[src/hw/fdbp_pkg.sv]
// Constants, carriers and state layout of the dual-bus data port
package fdbp_pkg;
	localparam int DW = 10;
	localparam int AW = 8;
	localparam logic [AW-1:0] OFS_CTRL = 8'h00;
	localparam logic [AW-1:0] OFS_STATUS = 8'h04;
	localparam logic [AW-1:0] OFS_TXCNT = 8'h08;
	localparam int CTRL_SPI_BIT = 0;
	localparam int CTRL_MODE_LSB = 1;
	localparam int CTRL_SYSCLK_BIT = 3;
	localparam int STAT_DIR_BIT = 3;
	localparam int STAT_STRAP_BIT = 4;
	localparam int STAT_WIDTH_BIT = 5;
	localparam logic [1:0] RESP_OKAY = 2'h0;
	localparam logic [1:0] RESP_SLVERR = 2'h2;
	localparam int CLK_PERIOD_NS = 4;
	localparam int DCLK_DELAY_NS = 8;
	localparam int DCLK_DELAY_CYC = (DCLK_DELAY_NS + CLK_PERIOD_NS - 1) / CLK_PERIOD_NS;
	localparam logic [1:0] DCLK_DELAY = 2'(DCLK_DELAY_CYC);
	localparam logic [1:0] STRAP_WAIT = 2'h3;
	localparam logic [DW-1:0] ALL_ON = 10'h3FF;
	localparam logic [DW-1:0] MSB_ON = 10'h200;

	typedef enum logic [1:0] {MODE_FD, MODE_HALF_DUPLEX_INTERLEAVED_MODE, MODE_HALF_DUPLEX_PARALLEL_MODE, MODE_CLONE} fdbp_mode_type;

	typedef struct packed {
		logic [DW-1:0] data;
		logic [DW-1:0] oe;
	} fdbp_bus_drv_type;

	typedef struct packed {
		logic [DW-1:0] a;
		logic [DW-1:0] b;
		logic valid;
	} fdbp_tx_pair_type;

	typedef struct packed {
		logic awvalid;
		logic [AW-1:0] awaddr;
		logic wvalid;
		logic [31:0] wdata;
		logic [3:0] wstrb;
		logic bready;
		logic arvalid;
		logic [AW-1:0] araddr;
		logic rready;
	} fdbp_axi_req_type;

	typedef struct packed {
		logic awready;
		logic wready;
		logic bvalid;
		logic [1:0] bresp;
		logic arready;
		logic rvalid;
		logic [31:0] rdata;
		logic [1:0] rresp;
	} fdbp_axi_rsp_type;

	typedef struct packed {
		logic [1:0] strap_sync;
		logic [1:0] strap_cnt;
		logic strap_done;
		logic strap_fd;
		logic [1:0] sclk_sync;
		logic sclk_prev;
		logic [1:0] dir_sync;
		logic [1:0] width_sync;
		logic [DW-1:0] up_sync1;
		logic [DW-1:0] up_sync2;
		logic [DW-1:0] lo_sync1;
		logic [DW-1:0] lo_sync2;
		logic cfg_spi;
		fdbp_mode_type cfg_mode;
		logic cfg_sysclk;
		logic [1:0] dclk_cnt;
		logic dclk;
		logic [DW-1:0] rx_b_hold;
		logic [DW-1:0] tx_a_hold;
		logic tx_a_seen;
		logic [15:0] tx_pairs;
		fdbp_bus_drv_type up_drv;
		fdbp_bus_drv_type lo_drv;
		logic width_out;
		logic width_oe;
		fdbp_tx_pair_type tx;
		logic aw_have;
		logic [AW-1:0] awaddr;
		logic w_have;
		logic [31:0] wdata;
		logic [3:0] wstrb;
		fdbp_axi_rsp_type rsp;
	} fdbp_state_type;

	function automatic logic fdbp_rx_interleaved(input fdbp_mode_type m);
		fdbp_rx_interleaved = (m == MODE_FD) || (m == MODE_HALF_DUPLEX_INTERLEAVED_MODE);
	endfunction

	function automatic logic fdbp_tx_interleaved(input fdbp_mode_type m);
		fdbp_tx_interleaved = (m != MODE_HALF_DUPLEX_PARALLEL_MODE);
	endfunction
endpackage

[src/hw/fdbp_port.sv]
// Dual-bus flexible data port with AXI4-Lite configuration registers
// How it works
// - Two rx, two tx 10-bit channels, two buses.
// - Only full duplex runs tx and rx together.
// - Full duplex: upper tx in, lower rx out.
// - Interleaved tx outside full duplex: lower MSB is tx marker.
// - Half duplex interleaved rx: upper MSB drives rx marker.
// - Parallel tx: upper channel A, lower B.
// - Parallel rx: upper channel B, lower A.
// - Register config turns width pin into sysclk.
// - Compatibility mode reachable only by register.
// - Compatibility: interleaved tx, parallel rx.
// - Parallel rx: one word per channel per sample.
// - Interleaved rx: words at twice sample rate.
// - Half duplex direction pin: high tx, low rx.
// - Rx marker low for A, high for B.
// - Half duplex floats the unused bus.
// - Mode strap latched once after reset release.
`timescale 1ns/1ns
module fdbp_port
	import fdbp_pkg::*;
(
	input wire logic aclk,
	input wire logic aresetn,
	input wire fdbp_axi_req_type axi_req,
	output fdbp_axi_rsp_type axi_rsp,
	input wire logic sample_clk,
	input wire logic mode_strap_fd,
	input wire logic direction_select_pin,
	input wire logic width_or_sysclk_level,
	output logic width_or_sysclk_out,
	output logic width_or_sysclk_oe,
	input wire logic [DW-1:0] upper_data_bus_level,
	output fdbp_bus_drv_type upper_data_bus_drv,
	input wire logic [DW-1:0] lower_data_bus_level,
	output fdbp_bus_drv_type lower_data_bus_drv,
	output logic data_clock_out_pin,
	input wire logic [DW-1:0] rx_a_data,
	input wire logic [DW-1:0] rx_b_data,
	output fdbp_tx_pair_type tx_word
);
	fdbp_state_type s_q;
	fdbp_state_type s_d;
	fdbp_mode_type mode_eff;
	logic dir_tx;
	logic tx_act;
	logic rx_act;
	logic sclk_rise;
	logic sclk_fall;
	logic tx_ev;
	logic rx_ev;
	logic tx_mark;
	logic [31:0] rd_val;
	logic rd_ok;

	// Pins can never select the compatibility mode
	assign mode_eff = s_q.cfg_spi ? s_q.cfg_mode :
		(s_q.strap_fd ? MODE_FD : (s_q.width_sync[1] ? MODE_HALF_DUPLEX_INTERLEAVED_MODE : MODE_HALF_DUPLEX_PARALLEL_MODE));
	assign dir_tx = s_q.dir_sync[1];
	// Half duplex picks one direction by the pin; full duplex runs both
	assign tx_act = (mode_eff == MODE_FD) || dir_tx;
	assign rx_act = (mode_eff == MODE_FD) || !dir_tx;
	assign sclk_rise = s_q.sclk_sync[1] && !s_q.sclk_prev;
	assign sclk_fall = !s_q.sclk_sync[1] && s_q.sclk_prev;
	// Interleaved paths move a word on both sample clock edges
	assign tx_ev = tx_act && (sclk_rise || (fdbp_tx_interleaved(mode_eff) && sclk_fall));
	assign rx_ev = rx_act && (sclk_rise || (fdbp_rx_interleaved(mode_eff) && sclk_fall));
	// Marker pin: the direction pin in full duplex, lower MSB otherwise
	assign tx_mark = (mode_eff == MODE_FD) ? s_q.dir_sync[1] : s_q.lo_sync2[DW-1];

	always_comb
	begin
		rd_ok = 1'b1;
		case (s_q.awaddr)
			default:
			begin
				rd_val = 32'h0;
			end
		endcase
		case (axi_req.araddr)
			OFS_CTRL:
			begin
				rd_val = {28'h0, s_q.cfg_sysclk, s_q.cfg_mode, s_q.cfg_spi};
			end
			OFS_STATUS:
			begin
				rd_val = {26'h0, s_q.width_sync[1], s_q.strap_fd, dir_tx, mode_eff, s_q.cfg_spi};
			end
			OFS_TXCNT:
			begin
				rd_val = {16'h0, s_q.tx_pairs};
			end
			default:
			begin
				rd_val = 32'h0;
				rd_ok = 1'b0;
			end
		endcase
	end

	always_comb
	begin
		s_d = s_q;
		// Pin synchronisers, two stages each
		s_d.strap_sync = {s_q.strap_sync[0], mode_strap_fd};
		s_d.sclk_sync = {s_q.sclk_sync[0], sample_clk};
		s_d.sclk_prev = s_q.sclk_sync[1];
		s_d.dir_sync = {s_q.dir_sync[0], direction_select_pin};
		s_d.width_sync = {s_q.width_sync[0], width_or_sysclk_level};
		s_d.up_sync1 = upper_data_bus_level;
		s_d.up_sync2 = s_q.up_sync1;
		s_d.lo_sync1 = lower_data_bus_level;
		s_d.lo_sync2 = s_q.lo_sync1;

		// Strap caught once the synchroniser has settled, then frozen
		if (!s_q.strap_done)
		begin
			s_d.strap_cnt = s_q.strap_cnt + 2'h1;
			if (s_q.strap_cnt == STRAP_WAIT)
			begin
				s_d.strap_fd = s_q.strap_sync[1];
				s_d.strap_done = 1'b1;
			end
		end

		// Data clock drops with each new word, rises once it has settled
		s_d.tx.valid = 1'b0;
		if (tx_ev || rx_ev)
		begin
			s_d.dclk = 1'b0;
			s_d.dclk_cnt = DCLK_DELAY;
		end
		else if (s_q.dclk_cnt != 2'h0)
		begin
			s_d.dclk_cnt = s_q.dclk_cnt - 2'h1;
			if (s_q.dclk_cnt == 2'h1)
			begin
				s_d.dclk = 1'b1;
			end
		end

		if (tx_ev)
		begin
			if (fdbp_tx_interleaved(mode_eff))
			begin
				// Word and marker sampled together; high marker means channel A
				if (tx_mark)
				begin
					s_d.tx_a_hold = s_q.up_sync2;
					s_d.tx_a_seen = 1'b1;
				end
				else if (s_q.tx_a_seen)
				begin
					s_d.tx = '{a: s_q.tx_a_hold, b: s_q.up_sync2, valid: 1'b1};
					s_d.tx_a_seen = 1'b0;
					s_d.tx_pairs = s_q.tx_pairs + 16'h1;
				end
			end
			else
			begin
				s_d.tx = '{a: s_q.up_sync2, b: s_q.lo_sync2, valid: 1'b1};
				s_d.tx_pairs = s_q.tx_pairs + 16'h1;
			end
		end

		if (rx_ev)
		begin
			if (fdbp_rx_interleaved(mode_eff))
			begin
				// Channel A with low marker on rise, held B with high marker on fall
				if (sclk_rise)
				begin
					s_d.lo_drv.data = rx_a_data;
					s_d.rx_b_hold = rx_b_data;
					s_d.up_drv.data[DW-1] = 1'b0;
				end
				else
				begin
					s_d.lo_drv.data = s_q.rx_b_hold;
					s_d.up_drv.data[DW-1] = 1'b1;
				end
			end
			else
			begin
				s_d.up_drv.data = rx_b_data;
				s_d.lo_drv.data = rx_a_data;
			end
		end

		// Lower bus drives whenever rx runs; upper only as rx bus or marker
		s_d.lo_drv.oe = rx_act ? ALL_ON : '0;
		if (!rx_act || mode_eff == MODE_FD)
		begin
			s_d.up_drv.oe = '0;
		end
		else
		begin
			s_d.up_drv.oe = (mode_eff == MODE_HALF_DUPLEX_INTERLEAVED_MODE) ? MSB_ON : ALL_ON;
		end

		// Width pin: sysclk under register config, data clock in strapped full duplex
		if (s_q.cfg_spi)
		begin
			s_d.width_oe = (mode_eff == MODE_FD) || s_q.cfg_sysclk;
			s_d.width_out = s_q.sclk_sync[1];
		end
		else
		begin
			s_d.width_oe = (mode_eff == MODE_FD);
			s_d.width_out = s_q.dclk;
		end

		// AXI4-Lite write: address and data taken in either order
		if (axi_req.awvalid && s_q.rsp.awready)
		begin
			s_d.aw_have = 1'b1;
			s_d.awaddr = axi_req.awaddr;
		end
		if (axi_req.wvalid && s_q.rsp.wready)
		begin
			s_d.w_have = 1'b1;
			s_d.wdata = axi_req.wdata;
			s_d.wstrb = axi_req.wstrb;
		end
		if (s_q.rsp.bvalid && axi_req.bready)
		begin
			s_d.rsp.bvalid = 1'b0;
		end
		if (s_q.aw_have && s_q.w_have && !s_q.rsp.bvalid)
		begin
			s_d.aw_have = 1'b0;
			s_d.w_have = 1'b0;
			s_d.rsp.bvalid = 1'b1;
			s_d.rsp.bresp = RESP_OKAY;
			if (s_q.awaddr == OFS_CTRL)
			begin
				if (s_q.wstrb[0])
				begin
					s_d.cfg_spi = s_q.wdata[CTRL_SPI_BIT];
					s_d.cfg_mode = fdbp_mode_type'(s_q.wdata[CTRL_MODE_LSB +: 2]);
					s_d.cfg_sysclk = s_q.wdata[CTRL_SYSCLK_BIT];
				end
			end
			else if (s_q.awaddr != OFS_STATUS && s_q.awaddr != OFS_TXCNT)
			begin
				s_d.rsp.bresp = RESP_SLVERR;
			end
		end
		s_d.rsp.awready = !s_d.aw_have && !s_d.rsp.bvalid;
		s_d.rsp.wready = !s_d.w_have && !s_d.rsp.bvalid;

		// AXI4-Lite read: one outstanding, answer one edge after address
		if (s_q.rsp.rvalid && axi_req.rready)
		begin
			s_d.rsp.rvalid = 1'b0;
		end
		if (axi_req.arvalid && s_q.rsp.arready)
		begin
			s_d.rsp.rvalid = 1'b1;
			s_d.rsp.rdata = rd_val;
			s_d.rsp.rresp = rd_ok ? RESP_OKAY : RESP_SLVERR;
		end
		s_d.rsp.arready = !s_d.rsp.rvalid;
	end

	always_ff @(posedge aclk)
	begin
		if (!aresetn)
		begin
			s_q <= '0;
		end
		else
		begin
			s_q <= s_d;
		end
	end

	assign axi_rsp = s_q.rsp;
	assign width_or_sysclk_out = s_q.width_out;
	assign width_or_sysclk_oe = s_q.width_oe;
	assign upper_data_bus_drv = s_q.up_drv;
	assign lower_data_bus_drv = s_q.lo_drv;
	assign data_clock_out_pin = s_q.dclk;
	assign tx_word = s_q.tx;
endmodule

[config.mk]
export PLATFORM = sky130hd
export DESIGN_NAME = fdbp_port
export DESIGN_NICKNAME = d
export VERILOG_FILES = /design/src/hw/fdbp_pkg.sv /design/src/hw/fdbp_port.sv
export SDC_FILE = /design/constraint.sdc
export NUM_CORES = 1
export LEC_CHECK = 0
export CAP_MARGIN = 10
export CORE_MARGIN = 2
export CORE_UTILIZATION = 40
export CTS_BUF_LIST = sky130_fd_sc_hd__clkbuf_16
export DETAILED_ROUTE_END_ITERATION = 10
export DONT_BUFFER_PORTS = 1
export PLACE_DENSITY_LB_ADDON = 0.15
export SLEW_MARGIN = 40
export SYNTH_ARGS = -nofsm -noshare
export SYNTH_HDL_FRONTEND = slang
export SYNTH_SLANG_ARGS = --single-unit
[constraint.sdc]
create_clock -name aclk -period 4.2 [get_ports aclk]
set_clock_uncertainty 0.2 [all_clocks]
set_input_delay 0.21 -clock aclk [delete_from_list [all_inputs] [get_ports aclk]]
set_output_delay 0.21 -clock aclk [all_outputs]
set_load 0.02 [all_outputs]
==> impl_metrics.toml <==
[setup_path]
crit_type = "reg -> reg"
path_cells = "or3_1 -> buf_4 -> and3_1 -> nand3_4 -> nand2_1 -> o21ai_0"
regToRegSetupSlack_ps = 1010
arrival_ps = 3270
cp_slowest_cell = "nand2_1"
cp-start-kind = "register"
cp.required_ps = 4280
slowest_delay_ps = 690
path_max_fanout = 28
critPathCaptureType = "register"

[sta]
slew_headroom = 0.475
setup_tns_ps = 0
min_period_ps = 3190
timing.fmax_mhz = 314
report.final.hold_viol_count = 16
fin_hold_ws_ps = -16.1
rsz0062_at_grt = "no"
max_slew.worst_pin.slew_ps = 787
period_share = 0.759
drv_slew = 0
setup_viol = 0

[pwr]
vdd_drop_max_mv = 0.256
leakagePower_uw = 0.00337
power_density_nw_per_um2 = 419

[cts]
clockBufferDepth = 2
htreeDepth = 4
cts_made_buffers = 17
cts_tree = "built"
clock_latency_ps = 420
cts_root_buffer = "clkbuf_16"
path_clk_slew_ps = 70
cts_setup_buffers = 0
clock-sinks = 181

[synth]
synth_compound_area_frac = 0.127
seq_area_frac_synth = 0.452
synthAdderAreaFrac = 0.00312
netlist_instances = 904
synthMuxAreaShare = 0.0681
synthArstFlopShare = 0
synth_cell_types = 56
synth-seq-cells = 181
synth_top_family_by_area = "simple AND/OR/NAND/NOR gates"
synthFlopType = "dfxtp_1"
synth_edf_count = 0
yosys.area_share.simple = 0.216
synth_top_cell_by_area = "dfxtp_1"
ys_warn_count = 0
syn_area_per_cell_um2 = 8.86
synth-xor-area-share = 0.00109
synth_top_area_share = 0.452
synth_area_leaders = "dfxtp_1 (45%), buf_4 (9.7%), mux2i_1 (6.6%), nand2_1 (5.3%), and2_1 (4.2%)"
synth_area_um2 = 8010

[grt]
grt_pass1_vias = 5796
grt_max_degree = 111
grt_usage = 0.169
grt_pass1_wl_um = 29400
overflow = 0
antenna_found_initial = 0

[route]
drc = 0
drtAntennaViolNets = 0
num_vias = 5941
drtPass1Iterations = 5
first_iter_violations = 429
wl_per_cell_um = 15.8
avgViaCountPerCell = 5.18
routed_wl_um = 18100

[die]
dieArea_um2 = 21200
rows = 51
num_io_pins = 208
dieHeight_um = 146
core_um2 = 19600
start_util = 0.409
chipWidth_um = 146

[layout]
utilization = 0.457
fin_nets = 976
layout.cells.non_filler = 1147
synthToLayoutAreaGrowth_pct = 11.7
drive_gt1_frac = 0.0635
diodes = 0
fillCellCount = 1917
multi_input_area_um2 = 3430
finalInstanceArea_um2 = 8950
seq_area_um2 = 3630

[placed_design]
dpl-instance-area_um2 = 7450
numPortBuffers = 0
gp_congestion = 0.784
place_inst = 1032
hpwl_um = 11800

[worst_hold_path]
hold_path_class = "in -> reg"

[status]
violations = "hold timing"
status = "finished with violations"

[run]
cap_violations = 0
## power by group
group          switching, µW  internal, µW  leakage, µW
combinational            132           106      0.00160
clock                    693           977     0.000294
sequential              71.0          1770      0.00148
total                    896          2850      0.00337
## per-stage QoR
step                      total power (µW)  worst slack [ps]  hold WS (ps)
after floorplan                       2060              1980           137
after global placement                2030              1130           140
after detailed placement              2040              1000           140
after CTS                             3790               993          1.53
after global routing                  3900               717          7.49
final                                 3750              1010         -16.1
## cells in the mapped netlist (5+ instances only)
cell / count
a21oi_1: 35
a221o_1: 20
a22oi_1: 12
a311oi_1: 10
and2_1: 54
and3_1: 9
buf_2: 11
buf_4: 104
clkbuf_1: 39
dfxtp_1: 181
inv_1: 7
mux2i_1: 53
nand2_1: 113
nand2b_1: 16
nand3_1: 55
nand4_1: 9
nor2_1: 82
nor2b_1: 6
nor3_1: 6
o21ai_0: 11
o21ai_1: 17
o22ai_1: 5
o32ai_1: 5
## cells in the final DEF (no fill, tap or decap), types with 2 or more instances in the layout
cell type / count
nor2b_1: 5
a31oi_1: 3
inv_1: 6
o32ai_1: 5
a22oi_1: 12
and2_1: 54
inv_6: 2
bufinv_16: 3
nand4_1: 9
mux2i_1: 53
o21ai_1: 17
ha_1: 2
nand2b_1: 16
a21oi_1: 35
nand3_1: 55
nor3_1: 6
o21a_1: 2
dfxtp_4: 2
o21ai_0: 11
clkinvlp_4: 3
and3_1: 9
o22ai_1: 5
dfxtp_1: 179
conb_1: 18
nor2_1: 82
buf_4: 6
a2111oi_4: 4
a311oi_1: 10
dlygate4sd3_1: 84
clkbuf_16: 18
nand2_1: 113
inv_8: 2
a221o_1: 20
## worst paths after layout
check / start / to / cells past startpoint
hold reg to reg: s_d[203] / s_q[203] / 1
setup reg to reg: s_q[193] / tx_word[4] / 6
setup / recovery: s_q[193] / tx_word[4] / 6
hold / removal: aresetn / s_q[184] / 2
## registers in the layout, summed over array words and instances, names as in the netlist
register             count
s_q                     85
s_d                     25
axi_rsp                 23
tx_word                 21
upper_data_bus_drv      12
lower_data_bus_drv      11
data_clock_out_pin       1
dir_tx                   1
width_or_sysclk_oe       1
width_or_sysclk_out      1
## critical path, delay by kind of cell, from the launching register on
family | cells | cell delay, ps
buffers and inverters | 1 | 340
AO/OA/AOI/OAI | 1 | 200
flip-flops | 1 | 660
AND/OR/NAND/NOR | 4 | 1640
## per-layer routing
layer  global-route usage  vias up  part of all wire
met3               0.0476       23             0.056
li1                     -     2920                 -
met5                    0        -                 0
met2                0.284      164              0.48
met1                0.214     2834              0.45
met4               0.0480        0             0.013
## cells by family (layout without fill, tap and decap cells)
family          after synthesis  after routing
flops                       181            181
buf+inv                     167            128
compound gates              136            136
other cells                   1             18
simple gates                362            362
xor+xnor                      1              1
fa+ha+maj                     2              2
mux                          54             54
## final cells by class
cell class | count | share of cell area
flip-flops and latches | 181 | 0.406
multi-input cells | 573 | 0.383
repair buffers | 91 | 0.102
clock buffers | 18 | 0.0503
well taps | 265 | 0.0371
clock inverters | 12 | 0.0186
inverters | 7 | 0.00322
## what timing repair did
action	in CTS	in global routing
gates resized for setup	0	0
hold buffers	85	0
endpoints found under the hold margin	146	0
(Power assumes the default switching activity.)
